**src/core/asmr_pkg.sv**
```systemverilog
package asmr_pkg;

  // Register addresses on page 0
  localparam logic [7:0] ASMR_PAGE_ZERO      = 8'h00;
  localparam logic [7:0] ASMR_CH3_ADDR       = 8'h0d;
  localparam logic [7:0] ASMR_CH4_ADDR       = 8'h0e;
  localparam logic [7:0] ASMR_CH5_ADDR       = 8'h0f;
  localparam logic [7:0] ASMR_CH6_ADDR       = 8'h10;

  // Values after reset
  localparam logic [7:0] ASMR_CH3_RESET      = 8'h02;
  localparam logic [7:0] ASMR_CH4_RESET      = 8'h03;
  localparam logic [7:0] ASMR_CH5_RESET      = 8'h04;
  localparam logic [7:0] ASMR_CH6_RESET      = 8'h05;

  // Field layout
  localparam int         ASMR_LINE_BIT       = 6;
  localparam int         ASMR_SLOT_MSB       = 5;
  localparam int         ASMR_SLOT_W         = 6;
  localparam int         ASMR_HALF_BIT       = 5;
  localparam logic [7:0] ASMR_WRITABLE_MASK  = 8'h7f;

  // Serial frame formats
  typedef enum logic [1:0] {
    ASMR_FMT_TDM,
    ASMR_FMT_I2S,
    ASMR_FMT_LEFT_JUSTIFIED
  } asmr_fmt_t;

endpackage : asmr_pkg

```
**src/core/asmr_chan_slot.sv**
```systemverilog
`timescale 1ns/1ps
// One channel slot register and its decoded placement
module asmr_chan_slot
  import asmr_pkg::*;
#(
  parameter logic [7:0] ADDR      = 8'h00,
  parameter logic [7:0] RESET_VAL = 8'h00
)(
  // Clock and reset
  input  wire logic       ref_clk,
  input  wire logic       rst,
  // Write port
  input  wire logic       wr_en,
  input  wire logic [7:0] wr_addr,
  input  wire logic [7:0] wr_data,
  // Frame format
  input  wire asmr_fmt_t  fmt,
  // Register value and placement
  output logic      [7:0] reg_q,
  output logic            line_q,
  output logic            right_q,
  output logic      [5:0] slot_q
);

  logic [7:0] reg_d;
  logic       tdm;

  // Write merges only the writable bits, bit 7 stays zero
  always_comb
  begin
    reg_d = reg_q;
    if (wr_en && wr_addr == ADDR)
    begin
      reg_d = wr_data & ASMR_WRITABLE_MASK;
    end
  end

  // Register storage
  always_ff @(posedge ref_clk or posedge rst)
  begin
    if (rst)
    begin
      reg_q <= RESET_VAL;
    end
    else
    begin
      reg_q <= reg_d;
    end
  end

  assign tdm = (fmt == ASMR_FMT_TDM);

  // Decoded placement, registered
  always_ff @(posedge ref_clk or posedge rst)
  begin
    if (rst)
    begin
      line_q  <= 1'b0;
      right_q <= 1'b0;
      slot_q  <= 6'h00;
    end
    else
    begin
      line_q <= reg_d[ASMR_LINE_BIT];
      if (tdm)
      begin
        right_q <= 1'b0;
        slot_q  <= reg_d[ASMR_SLOT_MSB:0];
      end
      else
      begin
        right_q <= reg_d[ASMR_HALF_BIT];
        slot_q  <= {1'b0, reg_d[ASMR_HALF_BIT-1:0]};
      end
    end
  end

  // Bit 7 stays zero after any write to this register
  property p_wr_reserved_zero;
    @(posedge ref_clk) disable iff (rst)
    $past(wr_en && wr_addr == ADDR) |-> reg_q[7] == 1'b0;
  endproperty
  a_wr_reserved_zero : assert property (p_wr_reserved_zero)
    else $error("reserved bit set after write");

  // Output line select follows the stored bit
  property p_line_follows;
    @(posedge ref_clk) disable iff (rst)
    ##1 line_q == reg_q[ASMR_LINE_BIT];
  endproperty
  a_line_follows : assert property (p_line_follows)
    else $error("line select does not follow register");

  // In TDM the slot is the field itself, never a right half
  property p_tdm_slot;
    @(posedge ref_clk) disable iff (rst)
    ($past(tdm) && !$past(rst)) |-> (slot_q == reg_q[5:0] && !right_q);
  endproperty
  a_tdm_slot : assert property (p_tdm_slot)
    else $error("tdm slot mismatch");

  // Low field values land in the left half at the same slot
  property p_left_half;
    @(posedge ref_clk) disable iff (rst)
    ($past(!tdm) && !$past(rst) && reg_q[5:0] < 6'd32)
      |-> (!right_q && slot_q == reg_q[5:0]);
  endproperty
  a_left_half : assert property (p_left_half)
    else $error("left half slot mismatch");

  // High field values land in the right half, 32 lower
  property p_right_half;
    @(posedge ref_clk) disable iff (rst)
    ($past(!tdm) && !$past(rst) && reg_q[5:0] >= 6'd32)
      |-> (right_q && slot_q == reg_q[5:0] - 6'd32);
  endproperty
  a_right_half : assert property (p_right_half)
    else $error("right half slot mismatch");

endmodule : asmr_chan_slot

```
**src/core/asmr_slot_map_regs.sv**
```systemverilog
`timescale 1ns/1ps
// Behaviour
// - Bit 6 picks primary (0) or secondary (1) serial output line.
// - In TDM the 6-bit slot field is the slot number 0 to 63.
// - In I2S or left-justified, values 0-31 are left half slots.
// - In I2S or left-justified, values 32-63 are right slot value-32.
// - Channel 4 register at page 0 address 0x0e, resets to 3.
// - Channel 5 register at page 0 address 0x0f, resets to 4.
// - Channel 6 register at page 0 address 0x10, resets to 5.
// - Channel 3 register at page 0 address 0x0d, resets to 2.
module asmr_slot_map_regs
  import asmr_pkg::*;
(
  // Clock and reset
  input  wire logic       ref_clk,
  input  wire logic       rst,
  // Control port register access
  input  wire logic [7:0] page_sel,
  input  wire logic [7:0] reg_addr,
  input  wire logic       reg_wr,
  input  wire logic       reg_rd,
  input  wire logic [7:0] reg_wdata,
  output logic      [7:0] reg_rdata,
  // Serial frame format
  input  wire asmr_fmt_t  fmt,
  // Placement of channels 3 to 6, index 0 is channel 3
  output logic      [3:0] line_sel,
  output logic      [3:0] right_half,
  output logic      [23:0] slot_num
);

  localparam logic [7:0] ADDRS [4] = '{ASMR_CH3_ADDR, ASMR_CH4_ADDR,
                                       ASMR_CH5_ADDR, ASMR_CH6_ADDR};
  localparam logic [7:0] RSTS  [4] = '{ASMR_CH3_RESET, ASMR_CH4_RESET,
                                       ASMR_CH5_RESET, ASMR_CH6_RESET};

  logic       wr_page0;
  logic [7:0] regs [4];
  logic [7:0] rdata_d;

  // Writes only reach page 0
  assign wr_page0 = reg_wr && (page_sel == ASMR_PAGE_ZERO);

  // One register per channel
  genvar gi;
  generate
    for (gi = 0; gi < 4; gi++)
    begin : g_chan
      asmr_chan_slot #(
        .ADDR      (ADDRS[gi]),
        .RESET_VAL (RSTS[gi])
      ) u_slot (
        .ref_clk (ref_clk),
        .rst     (rst),
        .wr_en   (wr_page0),
        .wr_addr (reg_addr),
        .wr_data (reg_wdata),
        .fmt     (fmt),
        .reg_q   (regs[gi]),
        .line_q  (line_sel[gi]),
        .right_q (right_half[gi]),
        .slot_q  (slot_num[gi*6 +: 6])
      );
    end
  endgenerate

  // Read decode, unmapped addresses read zero
  always_comb
  begin
    rdata_d = 8'h00;
    if (page_sel != ASMR_PAGE_ZERO)
    begin
      rdata_d = 8'h00;
    end
    else if (reg_addr == ASMR_CH3_ADDR)
    begin
      rdata_d = regs[0];
    end
    else if (reg_addr == ASMR_CH4_ADDR)
    begin
      rdata_d = regs[1];
    end
    else if (reg_addr == ASMR_CH5_ADDR)
    begin
      rdata_d = regs[2];
    end
    else if (reg_addr == ASMR_CH6_ADDR)
    begin
      rdata_d = regs[3];
    end
  end

  // Read data registered one cycle after the strobe
  always_ff @(posedge ref_clk or posedge rst)
  begin
    if (rst)
    begin
      reg_rdata <= 8'h00;
    end
    else if (reg_rd)
    begin
      reg_rdata <= rdata_d;
    end
  end

  // Channel 4 leaves reset at its own value
  property p_ch4_reset;
    @(posedge ref_clk)
    $fell(rst) |-> regs[1] == ASMR_CH4_RESET;
  endproperty
  a_ch4_reset : assert property (p_ch4_reset)
    else $error("channel 4 reset value wrong");

  // Channel 5 leaves reset at its own value
  property p_ch5_reset;
    @(posedge ref_clk)
    $fell(rst) |-> regs[2] == ASMR_CH5_RESET;
  endproperty
  a_ch5_reset : assert property (p_ch5_reset)
    else $error("channel 5 reset value wrong");

  // Channel 6 leaves reset with its whole byte at the reset value
  property p_ch6_reset;
    @(posedge ref_clk)
    $fell(rst) |-> regs[3] == ASMR_CH6_RESET;
  endproperty
  a_ch6_reset : assert property (p_ch6_reset)
    else $error("channel 6 reset value wrong");

  // Channel 3 leaves reset at its own value
  property p_ch3_reset;
    @(posedge ref_clk)
    $fell(rst) |-> regs[0] == ASMR_CH3_RESET;
  endproperty
  a_ch3_reset : assert property (p_ch3_reset)
    else $error("channel 3 reset value wrong");

  // A page 0 write to channel 4 lands one edge later, bit 7 dropped
  property p_ch4_rw;
    @(posedge ref_clk) disable iff (rst)
    (wr_page0 && reg_addr == ASMR_CH4_ADDR)
      |=> regs[1] == ($past(reg_wdata) & ASMR_WRITABLE_MASK);
  endproperty
  a_ch4_rw : assert property (p_ch4_rw)
    else $error("channel 4 write not stored");

  // A page 0 write to channel 5 lands one edge later, bit 7 dropped
  property p_ch5_rw;
    @(posedge ref_clk) disable iff (rst)
    (wr_page0 && reg_addr == ASMR_CH5_ADDR)
      |=> regs[2] == ($past(reg_wdata) & ASMR_WRITABLE_MASK);
  endproperty
  a_ch5_rw : assert property (p_ch5_rw)
    else $error("channel 5 write not stored");

  // A page 0 write to channel 6 lands one edge later, bit 7 dropped
  property p_ch6_rw;
    @(posedge ref_clk) disable iff (rst)
    (wr_page0 && reg_addr == ASMR_CH6_ADDR)
      |=> regs[3] == ($past(reg_wdata) & ASMR_WRITABLE_MASK);
  endproperty
  a_ch6_rw : assert property (p_ch6_rw)
    else $error("channel 6 write not stored");

  // Writes on any other page leave every slot register alone
  property p_page_wr;
    @(posedge ref_clk) disable iff (rst)
    (reg_wr && page_sel != ASMR_PAGE_ZERO)
      |=> $stable(regs[0]) && $stable(regs[1])
          && $stable(regs[2]) && $stable(regs[3]);
  endproperty
  a_page_wr : assert property (p_page_wr)
    else $error("write on another page changed a register");

  // A page 0 read of channel 3 returns the stored byte
  property p_ch3_read;
    @(posedge ref_clk) disable iff (rst)
    (reg_rd && page_sel == ASMR_PAGE_ZERO && reg_addr == ASMR_CH3_ADDR
     && !reg_wr) |=> reg_rdata == $past(regs[0]);
  endproperty
  a_ch3_read : assert property (p_ch3_read)
    else $error("channel 3 read mismatch");

  // A page 0 read of channel 4 returns the stored byte
  property p_ch4_read;
    @(posedge ref_clk) disable iff (rst)
    (reg_rd && page_sel == ASMR_PAGE_ZERO && reg_addr == ASMR_CH4_ADDR)
      |=> reg_rdata == $past(regs[1]);
  endproperty
  a_ch4_read : assert property (p_ch4_read)
    else $error("channel 4 read mismatch");

  // A page 0 read of channel 5 returns the stored byte
  property p_ch5_read;
    @(posedge ref_clk) disable iff (rst)
    (reg_rd && page_sel == ASMR_PAGE_ZERO && reg_addr == ASMR_CH5_ADDR)
      |=> reg_rdata == $past(regs[2]);
  endproperty
  a_ch5_read : assert property (p_ch5_read)
    else $error("channel 5 read mismatch");

  // A page 0 read of channel 6 returns the stored byte
  property p_ch6_read;
    @(posedge ref_clk) disable iff (rst)
    (reg_rd && page_sel == ASMR_PAGE_ZERO && reg_addr == ASMR_CH6_ADDR)
      |=> reg_rdata == $past(regs[3]);
  endproperty
  a_ch6_read : assert property (p_ch6_read)
    else $error("channel 6 read mismatch");

  // Reads on any other page return zero
  property p_page_rd;
    @(posedge ref_clk) disable iff (rst)
    (reg_rd && page_sel != ASMR_PAGE_ZERO) |=> reg_rdata == 8'h00;
  endproperty
  a_page_rd : assert property (p_page_rd)
    else $error("read on another page not zero");

  // Bit 7 never reads back as one
  property p_read_bit7;
    @(posedge ref_clk) disable iff (rst)
    $past(reg_rd) |-> reg_rdata[7] == 1'b0;
  endproperty
  a_read_bit7 : assert property (p_read_bit7)
    else $error("reserved bit read as one");

endmodule : asmr_slot_map_regs

```
**config.mk**
```make
export PLATFORM = sky130hd
export DESIGN_NAME = asmr_slot_map_regs
export DESIGN_NICKNAME = d
export VERILOG_FILES = /design/src/core/asmr_pkg.sv /design/src/core/asmr_chan_slot.sv /design/src/core/asmr_slot_map_regs.sv
export SDC_FILE = /design/constraint.sdc
export NUM_CORES = 1
export LEC_CHECK = 0
export BUFFER_PORTS_ARGS = -buffer_cell sky130_fd_sc_hd__buf_2
export CORE_ASPECT_RATIO = 0.75
export CORE_MARGIN = 8
export CORE_UTILIZATION = 38
export DETAILED_ROUTE_END_ITERATION = 16
export SLEW_MARGIN = 30
export SYNTH_ARGS = -nofsm -noshare
export SYNTH_HDL_FRONTEND = slang
export SYNTH_SLANG_ARGS = --single-unit
export TNS_END_PERCENT = 30
```
**constraint.sdc**
```tcl
create_clock -name ref_clk -period 4.12 [get_ports ref_clk]
set_clock_uncertainty 0.1 [all_clocks]
set_input_delay 0.412 -clock ref_clk [delete_from_list [all_inputs] [get_ports ref_clk]]
set_output_delay 0.412 -clock ref_clk [all_outputs]
set_load 0.005 [all_outputs]
```
After elaboration in Yosys (flattened, before gate mapping)
Index checks and enable logic that the tools add are counted.
- bits in registers: 68
- output and inout port bits: 40
- logic and storage cells: 46
- equal/unequal tests: 4
- multiplexer cells: 17
- reduce and logical (&&, ||, !) cells: 8
- operators by type and width (kind ; number):
    7-bit 2-to-1 mux ; 9
    8-bit by 4-bit equality test with 1-bit output (second input constant) ; 3
    6-bit 2-to-1 mux ; 4
    8-bit by 5-bit equality test with 1-bit output (second input constant) ; 1
    8-bit logical NOT ; 1
    8-bit nonzero test ; 1
    1-bit logical AND ; 5
    1-bit 2-to-1 mux ; 4
    2-bit logical NOT ; 1

Depth between registers and ports, before layout
Gate-level depths: netlist of run 1.
- depth after elaboration: 6
- mapped depth: 5
- mapped depth without buffers: 4

Hierarchy
From an unflattened synthesis of run 1, not the netlist that was laid out.
- cell total of the unflattened synthesis: 224
- area total of the unflattened synthesis: 2605.0 µm²
- modules (own cells, without submodules) (module ; instances ; cells an instance ; area each (µm²) ; seq. area each (µm²)):
    asmr_slot_map_regs ; 1 ; 84 ; 630.6 ; 200.2
    asmr_chan_slot (g_chan[1].u_slot) ; 1 ; 35 ; 510.5 ; 277.8
    asmr_chan_slot (g_chan[3].u_slot) ; 1 ; 35 ; 495.5 ; 277.8
    asmr_chan_slot (g_chan[0].u_slot) ; 1 ; 35 ; 491.7 ; 251.5
    asmr_chan_slot (g_chan[2].u_slot) ; 1 ; 35 ; 476.7 ; 251.5

Worst setup path before layout of run 1
Ideal clock, no wire load.
- path kind: input port to flip-flop
- from: in reg_addr[0]
- to: reg g_chan[3].u_slot.slot_q[0]
- data arrival time: 2.095 ns
- setup slack: 1.797 ns
- stages on the path: 5
- cell sequence: or4b_2 > nor3_2 > and3_1 > buf_2 > mux2_2
- longest elaborated chain between the ends: 4
- RTL lines (item ; line ; source):
    from (decl) ; asmr_slot_map_regs.sv:19 ; input wire logic [7:0] reg_addr,
    8-bit by 5-bit equality test with 1-bit output ; asmr_chan_slot.sv:32 ; if (wr_en && wr_addr == ADDR)
    1-bit logical AND ; asmr_chan_slot.sv:32 ;
    7-bit 2-to-1 mux ; asmr_chan_slot.sv:32 ;
    via g_chan[3].u_slot.reg_d[0] ; asmr_chan_slot.sv:25 ; logic [7:0] reg_d;
    6-bit 2-to-1 mux ; asmr_chan_slot.sv:65 ; if (tdm)
    to (signal assigned) ; asmr_chan_slot.sv:68 ; slot_q <= reg_d[ASMR_SLOT_MSB:0];
    to (signal assigned) ; asmr_chan_slot.sv:73 ; slot_q <= {1'b0, reg_d[ASMR_HALF_BIT-1:0]};
    to (decl) ; asmr_chan_slot.sv:22 ; output logic [5:0] slot_q
The timed path passes the listed nets, and every way through them passes these cells.
A chain may end at the register's enable or synchronous reset.

Final worst setup path of run 1
- from: in reg_addr[0]
- to: reg g_chan[0].u_slot.slot_q[1]
- longest elaborated chain between the ends: 4
- RTL lines (item ; line):
    8-bit by 4-bit equality test with 1-bit output ; asmr_chan_slot.sv:32
    1-bit logical AND ; asmr_chan_slot.sv:32
    7-bit 2-to-1 mux ; asmr_chan_slot.sv:32
    via g_chan[0].u_slot.reg_d[1] ; asmr_chan_slot.sv:25
    6-bit 2-to-1 mux ; asmr_chan_slot.sv:65
    to (signal assigned) ; asmr_chan_slot.sv:68
    to (signal assigned) ; asmr_chan_slot.sv:73
    to (decl) ; asmr_chan_slot.sv:22
The timed path passes the listed nets, and every way through them passes these cells.

==> results.sh, run 1 <==
export IMPL_gp_congestion=0.776
export IMPL_outcome="finished clean"
export IMPL_hold_viol=0
export IMPL_die_area_um2=8890
export IMPL_first_iter_violations=66
export IMPL_rows=24
export IMPL_yosysWarnings=0
export IMPL_fin_nets=261
export IMPL_drc=0
export IMPL_swShare_pct=22.1
export IMPL_seqCellArea_um2=1230
export IMPL_peakVddDrop_mv=0.122
export IMPL_final_area_um2=2680
export IMPL_ys_ff_latch=49
export IMPL_cts_buffers=5
export IMPL_hold_class="input pin to async pin"
export IMPL_power_uw=832
export IMPL_post_cts_resize_count=0
export IMPL_cts_sinks=49
export IMPL_cts_path_max_buffers=2
export IMPL_grtUsageTotal_pct=13.4
export IMPL_ctsHoldBuffers=0
export IMPL_slew_viol_final=0
export IMPL_ys_types=30
export IMPL_wl_mm=5.73
export IMPL_grt_max_degree=50
export IMPL_fmax_mhz=352
export IMPL_ios=70
export IMPL_yosysSeqAreaShare_pct=53.2
export IMPL_rsz0062_at_grt="false"
export IMPL_die_w_um=106
export IMPL_startpoint="reg_addr[0]"
export IMPL_final_util_pct=45.7
export IMPL_critical_path_endpoint="g_chan[0].u_slot.slot_q[1]"
export IMPL_antenna_cells=0
export IMPL_worstReg2RegEnd="reg_rdata[0]"
export IMPL_power_frac_clock_pct=36.4
export IMPL_fillers=576
export IMPL_period_share_pct=68.9
export IMPL_power_density_nw_per_um2=311
export IMPL_maxCapViolCount=0
export IMPL_antenna_found_initial=0
export IMPL_vias=1565
export IMPL_drive_above_1_share_pct=50.4
export IMPL_place_hpwl_mm=4.11
export IMPL_reg2reg_slack_ps=2930
export IMPL_htreeDepth=2
export IMPL_yosys_area_top_type_share_pct=46.4
export IMPL_yosysTopAreaCell="dfrtp_1"
export IMPL_cp_start_kind="input pin"
export IMPL_endpoint_kind="register"
export IMPL_setup_viol=0
export IMPL_syn_inst=183
export IMPL_multi_input_area_um2=886
export IMPL_p_comb_share_pct=5.8
export IMPL_tightest_slew_ps=987
export IMPL_final_cells=310
export IMPL_ant_nets=0
export IMPL_io_buffers=67
export IMPL_synth_fp_nets=213
export IMPL_clock_root_buffer="clkbuf_8"
export IMPL_worstPathRequired_ps=4200
export IMPL_setup_tns_ps=0
export IMPL_layout_setup_ws_ps=1280
export IMPL_power_switching_uw=183
export IMPL_critPathKind="input pin to register"
export IMPL_crit_fanout=12
export IMPL_crit_arrival_ps=2920
export IMPL_synth_area_leaders="dfrtp_1 46%, mux2_2 14%, buf_4 7.4%"
export IMPL_overflow=0
export IMPL_whs_ps=84.4
export IMPL_post_place_ws_ps=977
export IMPL_die_y_um=83.7
export IMPL_dp_cells=302
export IMPL_total_leakage_power_nw=1.39
export IMPL_syn2layout_area_growth_pct=15.3
export IMPL_placed_cell_area_um2=2570
export IMPL_cts_setup_buffers=0
export IMPL_syn_area_per_cell_um2=12.7
export IMPL_avgRoutedWirePerCell_um=18.5
export IMPL_core_area_um2=5860
export IMPL_clk_pin_slew_ps=90
export IMPL_worstSkewPairLatency_ps=290
export IMPL_first_global_vias=1723
export IMPL_via_per_inst=5.05
export IMPL_initial_core_util_pct=39.6
export IMPL_slew_headroom_pct=33.7
export IMPL_first_pass_iters=4
export IMPL_grt_pass1_wl_mm=9.33
export IMPL_rr_worst_depth=4
export IMPL_cts_tree="built"
export IMPL_rr_startpoint="g_chan[1].u_slot.reg_q[0]"
export IMPL_pwr_share_seq_pct=57.8
export IMPL_syn_area_um2=2320
export IMPL_period_needed_ps=2840
export IMPL_cellInternalPower_uw=648
layout by cell type (no fill, tap or decap), types with 2 or more instances in the layout:
cell type / count
a22oi_1: 7
buf_2: 67
clkbuf_8: 7
dfrtp_1: 43
dfstp_2: 6
inv_1: 2
mux2_2: 28
mux2i_1: 15
nand2_1: 10
nand4b_1: 3
nor2_1: 2
nor3_1: 3
o21ai_0: 7
o22ai_1: 7
o2bb2ai_1: 7
or4_1: 2
synth_stat cells:
cell	n
nor4_1	1
and4b_1	1
or4b_2	1
and3_1	1
or2_2	1
nand3_1	1
nand2_1	10
nand4_1	1
nor4_4	1
mux2_2	28
a22oi_1	7
conb_1	1
or4_1	2
buf_2	2
nor2_1	2
dfstp_2	6
nor3_1	3
mux2i_1	15
o2bb2ai_1	7
inv_1	3
o21ai_0	7
dfrtp_1	43
buf_4	23
o22ai_1	7
nor4b_4	1
or3_1	1
nor3_2	1
or3_4	1
clkbuf_1	2
nand4b_1	3
layout make-up:
type | instances | area share [%]
Sequential cell | 49 | 46.1
Inverter | 3 | 0.514
Clock inverter | 1 | 0.187
Multi-Input combinational cell | 104 | 33.1
Tap cell | 78 | 3.65
Timing Repair Buffer | 68 | 12.8
Clock buffer | 7 | 3.60
cell families (layout without fill, tap and decap cells):
group / after synthesis / in the layout / share of synthesized area [%]
and+or+nand+nor: 32 / 32 / 9.65
buffers and inverters: 30 / 79 / 8.68
DFF: 49 / 49 / 53.2
muxes: 43 / 43 / 20.1
AOI/OAI and AO/OA: 28 / 28 / 8.30
other: 1 / 1 / 0.162
layer usage:
| layer | wire (um) | track usage, % | up-vias |
|---|---|---|---|
| met5 | 0 | 0 | - |
| met3 | 526 | 5.17 | 5 |
| met4 | 58 | 3.82 | 0 |
| met1 | 2820 | 18.1 | 751 |
| met2 | 2330 | 19.2 | 63 |
| li1 | - | - | 746 |
power groups by stage:
stage	clock [mW]	sequential [mW]	combinational, mW
global placement	0	0.490	0.0474
finish	0.303	0.481	0.0479
floorplan	0	0.490	0.0236
global route	0.329	0.481	0.0545
CTS	0.319	0.481	0.0482
detailed placement	0	0.490	0.0480
how the worst min path moves through the flow:
stage                 startpoint                    endpoint  cells past startpoint
finish                       rst  g_chan[0].u_slot.slot_q[5]                      2
global route                 rst  g_chan[0].u_slot.slot_q[5]                      2
CTS                          rst  g_chan[0].u_slot.slot_q[3]                      2
detailed placement  reg_rdata[6]                reg_rdata[6]                      1
global placement    reg_rdata[1]                reg_rdata[1]                      1
floorplan           reg_rdata[0]                reg_rdata[0]                      1
state kept, by name, indices dropped and copies added (netlist names):
name,flops
g_chan.u_slot.right_q,4
reg_rdata,7
g_chan.u_slot.slot_q,24
g_chan.u_slot.reg_q,14
critical path, stage by stage:
cell      delay [ps]
buf_2            330
nand4b_1         440
or3_1            630
nor4_4           680
mux2_2           430
No activity file was read; power rests on OpenSTA's default activity.
==> inputs of run 2 (changes only) <==
ABC_AREA = 1   (was default)
clock period = 2.6 ns   (was 4.12 ns; I/O delays follow)
==> results.sh, run 2 <==
export IMPL_hold_viol=0
export IMPL_crit_path_max_incr_delay_ps=530
export IMPL_slew_headroom_pct=64.8
export IMPL_seqCellArea_um2=1230
export IMPL_fmax_mhz=780
export IMPL_mostFrequentLayoutCell="nand2_1"
export IMPL_critPathKind="input pin to async pin"
export IMPL_cp_top_family="buffers and inverters"
export IMPL_largest_reg_flops=24
export IMPL_die_area_um2=9280
export IMPL_cts_setup_buffers=0
export IMPL_power_density_nw_per_um2=502
export IMPL_period_needed_ps=1280
export IMPL_cp_slowest_cell="dlygate4sd3_1"
export IMPL_first_iter_violations=84
export IMPL_final_area_um2=2830
export IMPL_yosysMostFrequentCell="nand2_1"
export IMPL_vias=1957
export IMPL_rsz0062_at_grt="false"
export IMPL_syn_area_um2=2440
export IMPL_clk_pin_slew_ps=90
export IMPL_maxCapViolCount=0
export IMPL_first_global_vias=1935
export IMPL_ant_nets=0
export IMPL_total_leakage_power_nw=1.68
export IMPL_drc=0
export IMPL_gp_congestion=0.809
export IMPL_yosysWarnings=0
export IMPL_grt_use_met3_pct=3.94
export IMPL_overflow=0
export IMPL_path_cells="dlygate4sd3_1 -> buf_2 -> inv_2 -> buf_4"
export IMPL_slew_viol_final=0
export IMPL_peakVddDrop_mv=0.237
export IMPL_worstSkewPairLatency_ps=290
export IMPL_cp_start_kind="input pin"
export IMPL_final_cells=434
export IMPL_fillers=665
export IMPL_place_hpwl_mm=4.75
export IMPL_rows=25
export IMPL_initial_core_util_pct=39.1
export IMPL_ys_top_cells_by_count="115 x nand2_1, 43 x dfrtp_1, 30 x nor2_1, 23 x buf_4, 23 x nand3_1"
export IMPL_yosysTopAreaCell="dfrtp_1"
export IMPL_period_share_pct=49.3
export IMPL_worstPathRequired_ps=2930
export IMPL_clock_root_buffer="clkbuf_8"
export IMPL_setup_viol=0
export IMPL_tightest_slew_ps=527
export IMPL_synth_ff_type="dfrtp_1"
export IMPL_ys_types=20
export IMPL_ctsHoldBuffers=1
export IMPL_cts_tree="built"
export IMPL_dp_cells=425
export IMPL_path_buf_inv=4
export IMPL_syn_area_per_cell_um2=8.12
export IMPL_cts_buffers=5
export IMPL_yosysSeqAreaShare_pct=50.5
export IMPL_antenna_found_initial=0
export IMPL_htreeDepth=2
export IMPL_crit_fanout=23
export IMPL_cts_path_max_buffers=2
export IMPL_async_flop_share_pct=100
export IMPL_core_area_um2=6260
export IMPL_grtUsageMet2_pct=19.2
export IMPL_fin_nets=382
export IMPL_die_y_um=85.5
export IMPL_hold_class="input pin to register"
export IMPL_syn_inst=301
export IMPL_ios=70
export IMPL_layout_common_cells="115 x nand2_1, 67 x buf_2, 43 x dfrtp_1"
export IMPL_synth_edf_count=0
export IMPL_power_mw=1.42
export IMPL_yosys_area_top_type_share_pct=44.0
export IMPL_via_per_inst=4.51
export IMPL_placed_cell_area_um2=2710
export IMPL_grt_pass1_wl_mm=9.89
export IMPL_avgRoutedWirePerCell_um=14.1
export IMPL_antenna_cells=0
export IMPL_ys_ff_latch=49
export IMPL_reg_top3="g_chan.u_slot.slot_q x24, g_chan.u_slot.reg_q x14, reg_rdata x7"
export IMPL_grt_max_degree=24
export IMPL_synth_area_leaders="dfrtp_1 44%, nand2_1 18%, buf_4 7.1%"
export IMPL_die_w_um=109
export IMPL_drive_above_1_share_pct=30.6
export IMPL_wl_mm=6.11
export IMPL_synth_fp_nets=331
export IMPL_grtUsageTotal_pct=13.8
export IMPL_busiest_layer="met1"
export IMPL_cts_sinks=49
export IMPL_post_cts_resize_count=0
export IMPL_first_pass_iters=4
export IMPL_setup_tns_ps=0
export IMPL_endpoint_kind="async pin"
export IMPL_outcome="finished clean"
export IMPL_multi_input_area_um2=931
export IMPL_whs_ps=119
export IMPL_crit_arrival_ps=1610
export IMPL_use_met1_pct=20.1
export IMPL_io_buffers=67
export IMPL_regMostFlops="g_chan.u_slot.slot_q"
export IMPL_syn2layout_area_growth_pct=15.9
[run 2: cell count changes after synthesis, sizes merged, moves of 3 or more]
cell     change
mux2i       -15
nand4        +6
o22ai        -7
inv         +19
nand3       +26
nand2      +110
mux2        -28
nor2        +38
nor3         -4
nand4b       -3
o2bb2ai      -7
a22oi        -7
[run 2: worst register-to-register path, cell delays in order, from the launching register on]
cell and delay, ps:
dfstp_2 550, nand3_1 80, nand2_1 120, o21ai_1 80, nand2_1 60
[run 2: cell families (layout without fill, tap and decap cells)]
logic type	Yosys count	after routing	share of synthesized area (%)
compound gates	7	7	1.43
buf+inv	49	101	11.5
flops	49	49	50.5
other cells	1	1	0.153
simple gates	195	195	36.5
[run 2: path summary, 6_finish.rpt]
check	from	end	slack (ps)	cells after the start
worst max-delay path	rst	g_chan[1].u_slot.reg_q[1]	1320	4
worst min-delay path	reg_wdata[6]	g_chan[2].u_slot.reg_q[6]	120	3
worst max register to register	g_chan[3].u_slot.reg_q[0]	reg_rdata[0]	1570	4
worst min register to register	reg_rdata[2]	reg_rdata[2]	380	2
max in group ref_clk	g_chan[1].u_slot.slot_q[3]	slot_num[9]	1370	1
min in group asynchronous	rst	g_chan[2].u_slot.slot_q[2]	420	3
[run 2: layout make-up]
cell class	instances	area share [%]
Sequential cell	49	43.6
Multi-Input combinational cell	203	32.9
Timing Repair Buffer	71	13.0
Tap cell	81	3.58
Clock buffer	7	3.05
Inverter	22	2.92
Clock inverter	1	1.06
[run 2: power breakdown]
part,leakage (nW),total [mW],switching (mW),internal [mW]
Clock,0.0585,0.557,0.243,0.314
Sequential,0.623,0.770,0.00165,0.768
Combinational,0.998,0.0950,0.0633,0.0317
Total,1.68,1.42,0.308,1.11
[run 2: per-stage QoR]
| stage | worst slack, ps | utilization [%] |
|---|---|---|
| finish | 1320 | 45.3 |
| global route | 1180 | 45.3 |
| CTS | 1260 | 45.3 |
| detailed placement | 1110 | 43.3 |
| global placement | 1110 | 43.3 |
| floorplan | 1080 | - |
[run 2: layer usage]
layer | part of all wire, % | vias to the layer above
met5 | 0 | -
met4 | 0.72 | 0
met3 | 7.8 | 5
met2 | 42 | 59
met1 | 50 | 878
li1 | - | 1015
==> inputs of run 3 (changes only) <==
ABC_AREA = 0   (was 1)
clock period = 1.3 ns   (was 2.6 ns; I/O delays follow)
==> results.sh, run 3 (synthesized netlist as in run 1, its figures left out) <==
export IMPL_p_comb_share_pct=8.3
export IMPL_cp_slowest_cell="or4_4"
export IMPL_first_pass_iters=4
export IMPL_worstPathRequired_ps=1400
export IMPL_worstReg2RegEnd="reg_rdata[1]"
export IMPL_clock_root_buffer="clkbuf_8"
export IMPL_rsz0062_at_grt="true"
export IMPL_place_hpwl_mm=4.74
export IMPL_antenna_found_initial=0
export IMPL_cts_path_max_buffers=2
export IMPL_crit_arrival_ps=1740
export IMPL_placed_cell_area_um2=2920
export IMPL_initial_core_util_pct=39.6
export IMPL_largest_reg_flops=24
export IMPL_crit_fanout=4
export IMPL_multi_input_area_um2=1020
export IMPL_cp_start_kind="input pin"
export IMPL_worstSkewPairLatency_ps=300
export IMPL_regMostFlops="g_chan.u_slot.slot_q"
export IMPL_drive_above_1_share_pct=59.6
export IMPL_fmax_mhz=609
export IMPL_peakVddDrop_mv=0.501
export IMPL_layout_setup_ws_ps=-342
export IMPL_htreeDepth=2
export IMPL_first_global_vias=1935
export IMPL_power_switching_uw=649
export IMPL_cts_buffers=5
export IMPL_startpoint="page_sel[2]"
export IMPL_grt_pass1_wl_mm=10.4
export IMPL_critPathKind="input pin to register"
export IMPL_grtUsageTotal_pct=14.9
export IMPL_die_y_um=83.7
export IMPL_reg2reg_slack_ps=150
export IMPL_path_common_cell="buf_6"
export IMPL_final_area_um2=3200
export IMPL_vias=1757
export IMPL_rows=24
export IMPL_via_per_inst=5.02
export IMPL_first_iter_violations=58
export IMPL_outcome="finished with violations"
export IMPL_maxCapViolCount=0
export IMPL_core_area_um2=5860
export IMPL_grt_max_degree=39
export IMPL_gp_congestion=0.855
export IMPL_swShare_pct=22.7
export IMPL_layout_common_cells="63 x buf_2, 43 x dfrtp_1, 29 x buf_4"
export IMPL_violations="negative setup slack"
export IMPL_cellInternalPower_mw=2.21
export IMPL_power_frac_clock_pct=38.4
export IMPL_slew_viol_final=0
export IMPL_clk_pin_slew_ps=90
export IMPL_reg_top3="g_chan.u_slot.slot_q x24, g_chan.u_slot.reg_q x14, reg_rdata x7"
export IMPL_period_share_pct=126
export IMPL_seqCellArea_um2=1230
export IMPL_crit_path_max_incr_delay_ps=580
export IMPL_hold_viol=0
export IMPL_total_leakage_power_nw=1.65
export IMPL_syn2layout_area_growth_pct=37.9
export IMPL_rr_worst_depth=4
export IMPL_critical_path_endpoint="g_chan[0].u_slot.reg_q[5]"
export IMPL_ant_nets=0
export IMPL_power_density_nw_per_um2=893
export IMPL_die_area_um2=8890
export IMPL_cts_sinks=49
export IMPL_fillers=537
export IMPL_mostFrequentLayoutCell="buf_2"
export IMPL_cts_tree="built"
export IMPL_ios=70
export IMPL_path_cells="buf_6 -> or4_4 -> buf_6 -> nor4_4 -> buf_4 -> mux2_2"
export IMPL_antenna_cells=0
export IMPL_endpoint_kind="register"
export IMPL_drc=0
export IMPL_overflow=0
export IMPL_pwr_share_seq_pct=53.4
export IMPL_die_w_um=106
export IMPL_fin_nets=301
export IMPL_hold_class="input pin to register"
export IMPL_final_util_pct=54.7
export IMPL_period_needed_ps=1640
export IMPL_rr_startpoint="g_chan[1].u_slot.reg_q[1]"
export IMPL_setup_viol=49
export IMPL_io_buffers=67
export IMPL_avgRoutedWirePerCell_um=18.6
export IMPL_wl_mm=6.52
run 3: cell count changes in the layout (fill, tap and decap cells not counted), moves of 14 or more:
| cell | previous run | this run |
|---|---|---|
| inv_1 | 16 | 2 |
| nand2_1 | 115 | 10 |
| nand3_1 | 23 | 0 |
| nor2_1 | 30 | 1 |
| mux2i_1 | 0 | 15 |
| mux2_4 | 0 | 20 |
| buf_4 | 3 | 29 |
run 3: worst min-delay path by stage:
stage | start | endpoint | slack [ps] | depth (start not counted)
detailed placement | rst | g_chan[2].u_slot.slot_q[1] | -20 | 2
global placement | rst | g_chan[2].u_slot.slot_q[1] | -20 | 2
floorplan | reg_wdata[5] | g_chan[3].u_slot.reg_q[5] | 180 | 1
CTS | reg_wdata[6] | g_chan[1].u_slot.reg_q[6] | 8 | 2
global route | reg_wdata[4] | g_chan[2].u_slot.slot_q[4] | 9 | 2
finish | reg_wdata[6] | g_chan[1].u_slot.reg_q[6] | 20 | 2
run 3: power by group through the flow:
stage | sequential, mW | combinational [mW] | clock (mW)
2_1_floorplan | 1.55 | 0.0797 | 0
3_3_place_gp | 1.55 | 0.210 | 0
3_5_place_dp | 1.55 | 0.212 | 0
4_1_cts | 1.52 | 0.234 | 1.13
5_1_grt | 1.53 | 0.255 | 1.20
6_report | 1.52 | 0.236 | 1.10
run 3: metal layers:
metal | up-vias | track usage, % | wire [um]
li1 | 823 | - | -
met1 | 863 | 21.6 | 3320
met2 | 61 | 20.0 | 2650
met3 | 10 | 5.02 | 466
met4 | 0 | 4.33 | 91
met5 | - | 0 | 0
run 3: per-stage QoR:
step / hold slack, ps / std cells / setup TNS [ps] / setup slack (ps) / power [mW]
floorplan: 178 / 183 / -27870 / -728 / 1.63
global placement: -18.6 / 336 / -27410 / -663 / 1.76
detailed placement: -16.0 / 336 / -27710 / -666 / 1.77
CTS: 7.67 / 348 / -9340 / -281 / 2.89
global route: 9.39 / 350 / -13520 / -380 / 2.98
finish: 19.2 / 350 / -12010 / -342 / 2.86
run 3: layout make-up:
class	count	share of cell area, %
multi-input cells	104	32.0
clock inverters	3	1.45
clock buffers	5	2.15
inverters	3	0.352
flip-flops and latches	49	38.5
well taps	78	3.05
repair buffers	108	22.4
run 3: worst max-delay path, delay by kind of cell:
kind	cells	cell delay, ps
buffers and inverters	3	450
AND/OR/NAND/NOR	2	820
multiplexers	1	330
run 3: what timing repair did:
| action | 4_1_cts | 5_1_grt |
|---|---|---|
| setup buffers | 1 | 2 |
| gates resized for setup | 25 | 7 |
| setup endpoints to repair | 49 | 49 |
| cloned | 0 | 0 |
| hold buffers | 3 | 0 |
| pin swaps | 5 | 6 |
| endpoints found under the hold margin | 46 | 0 |
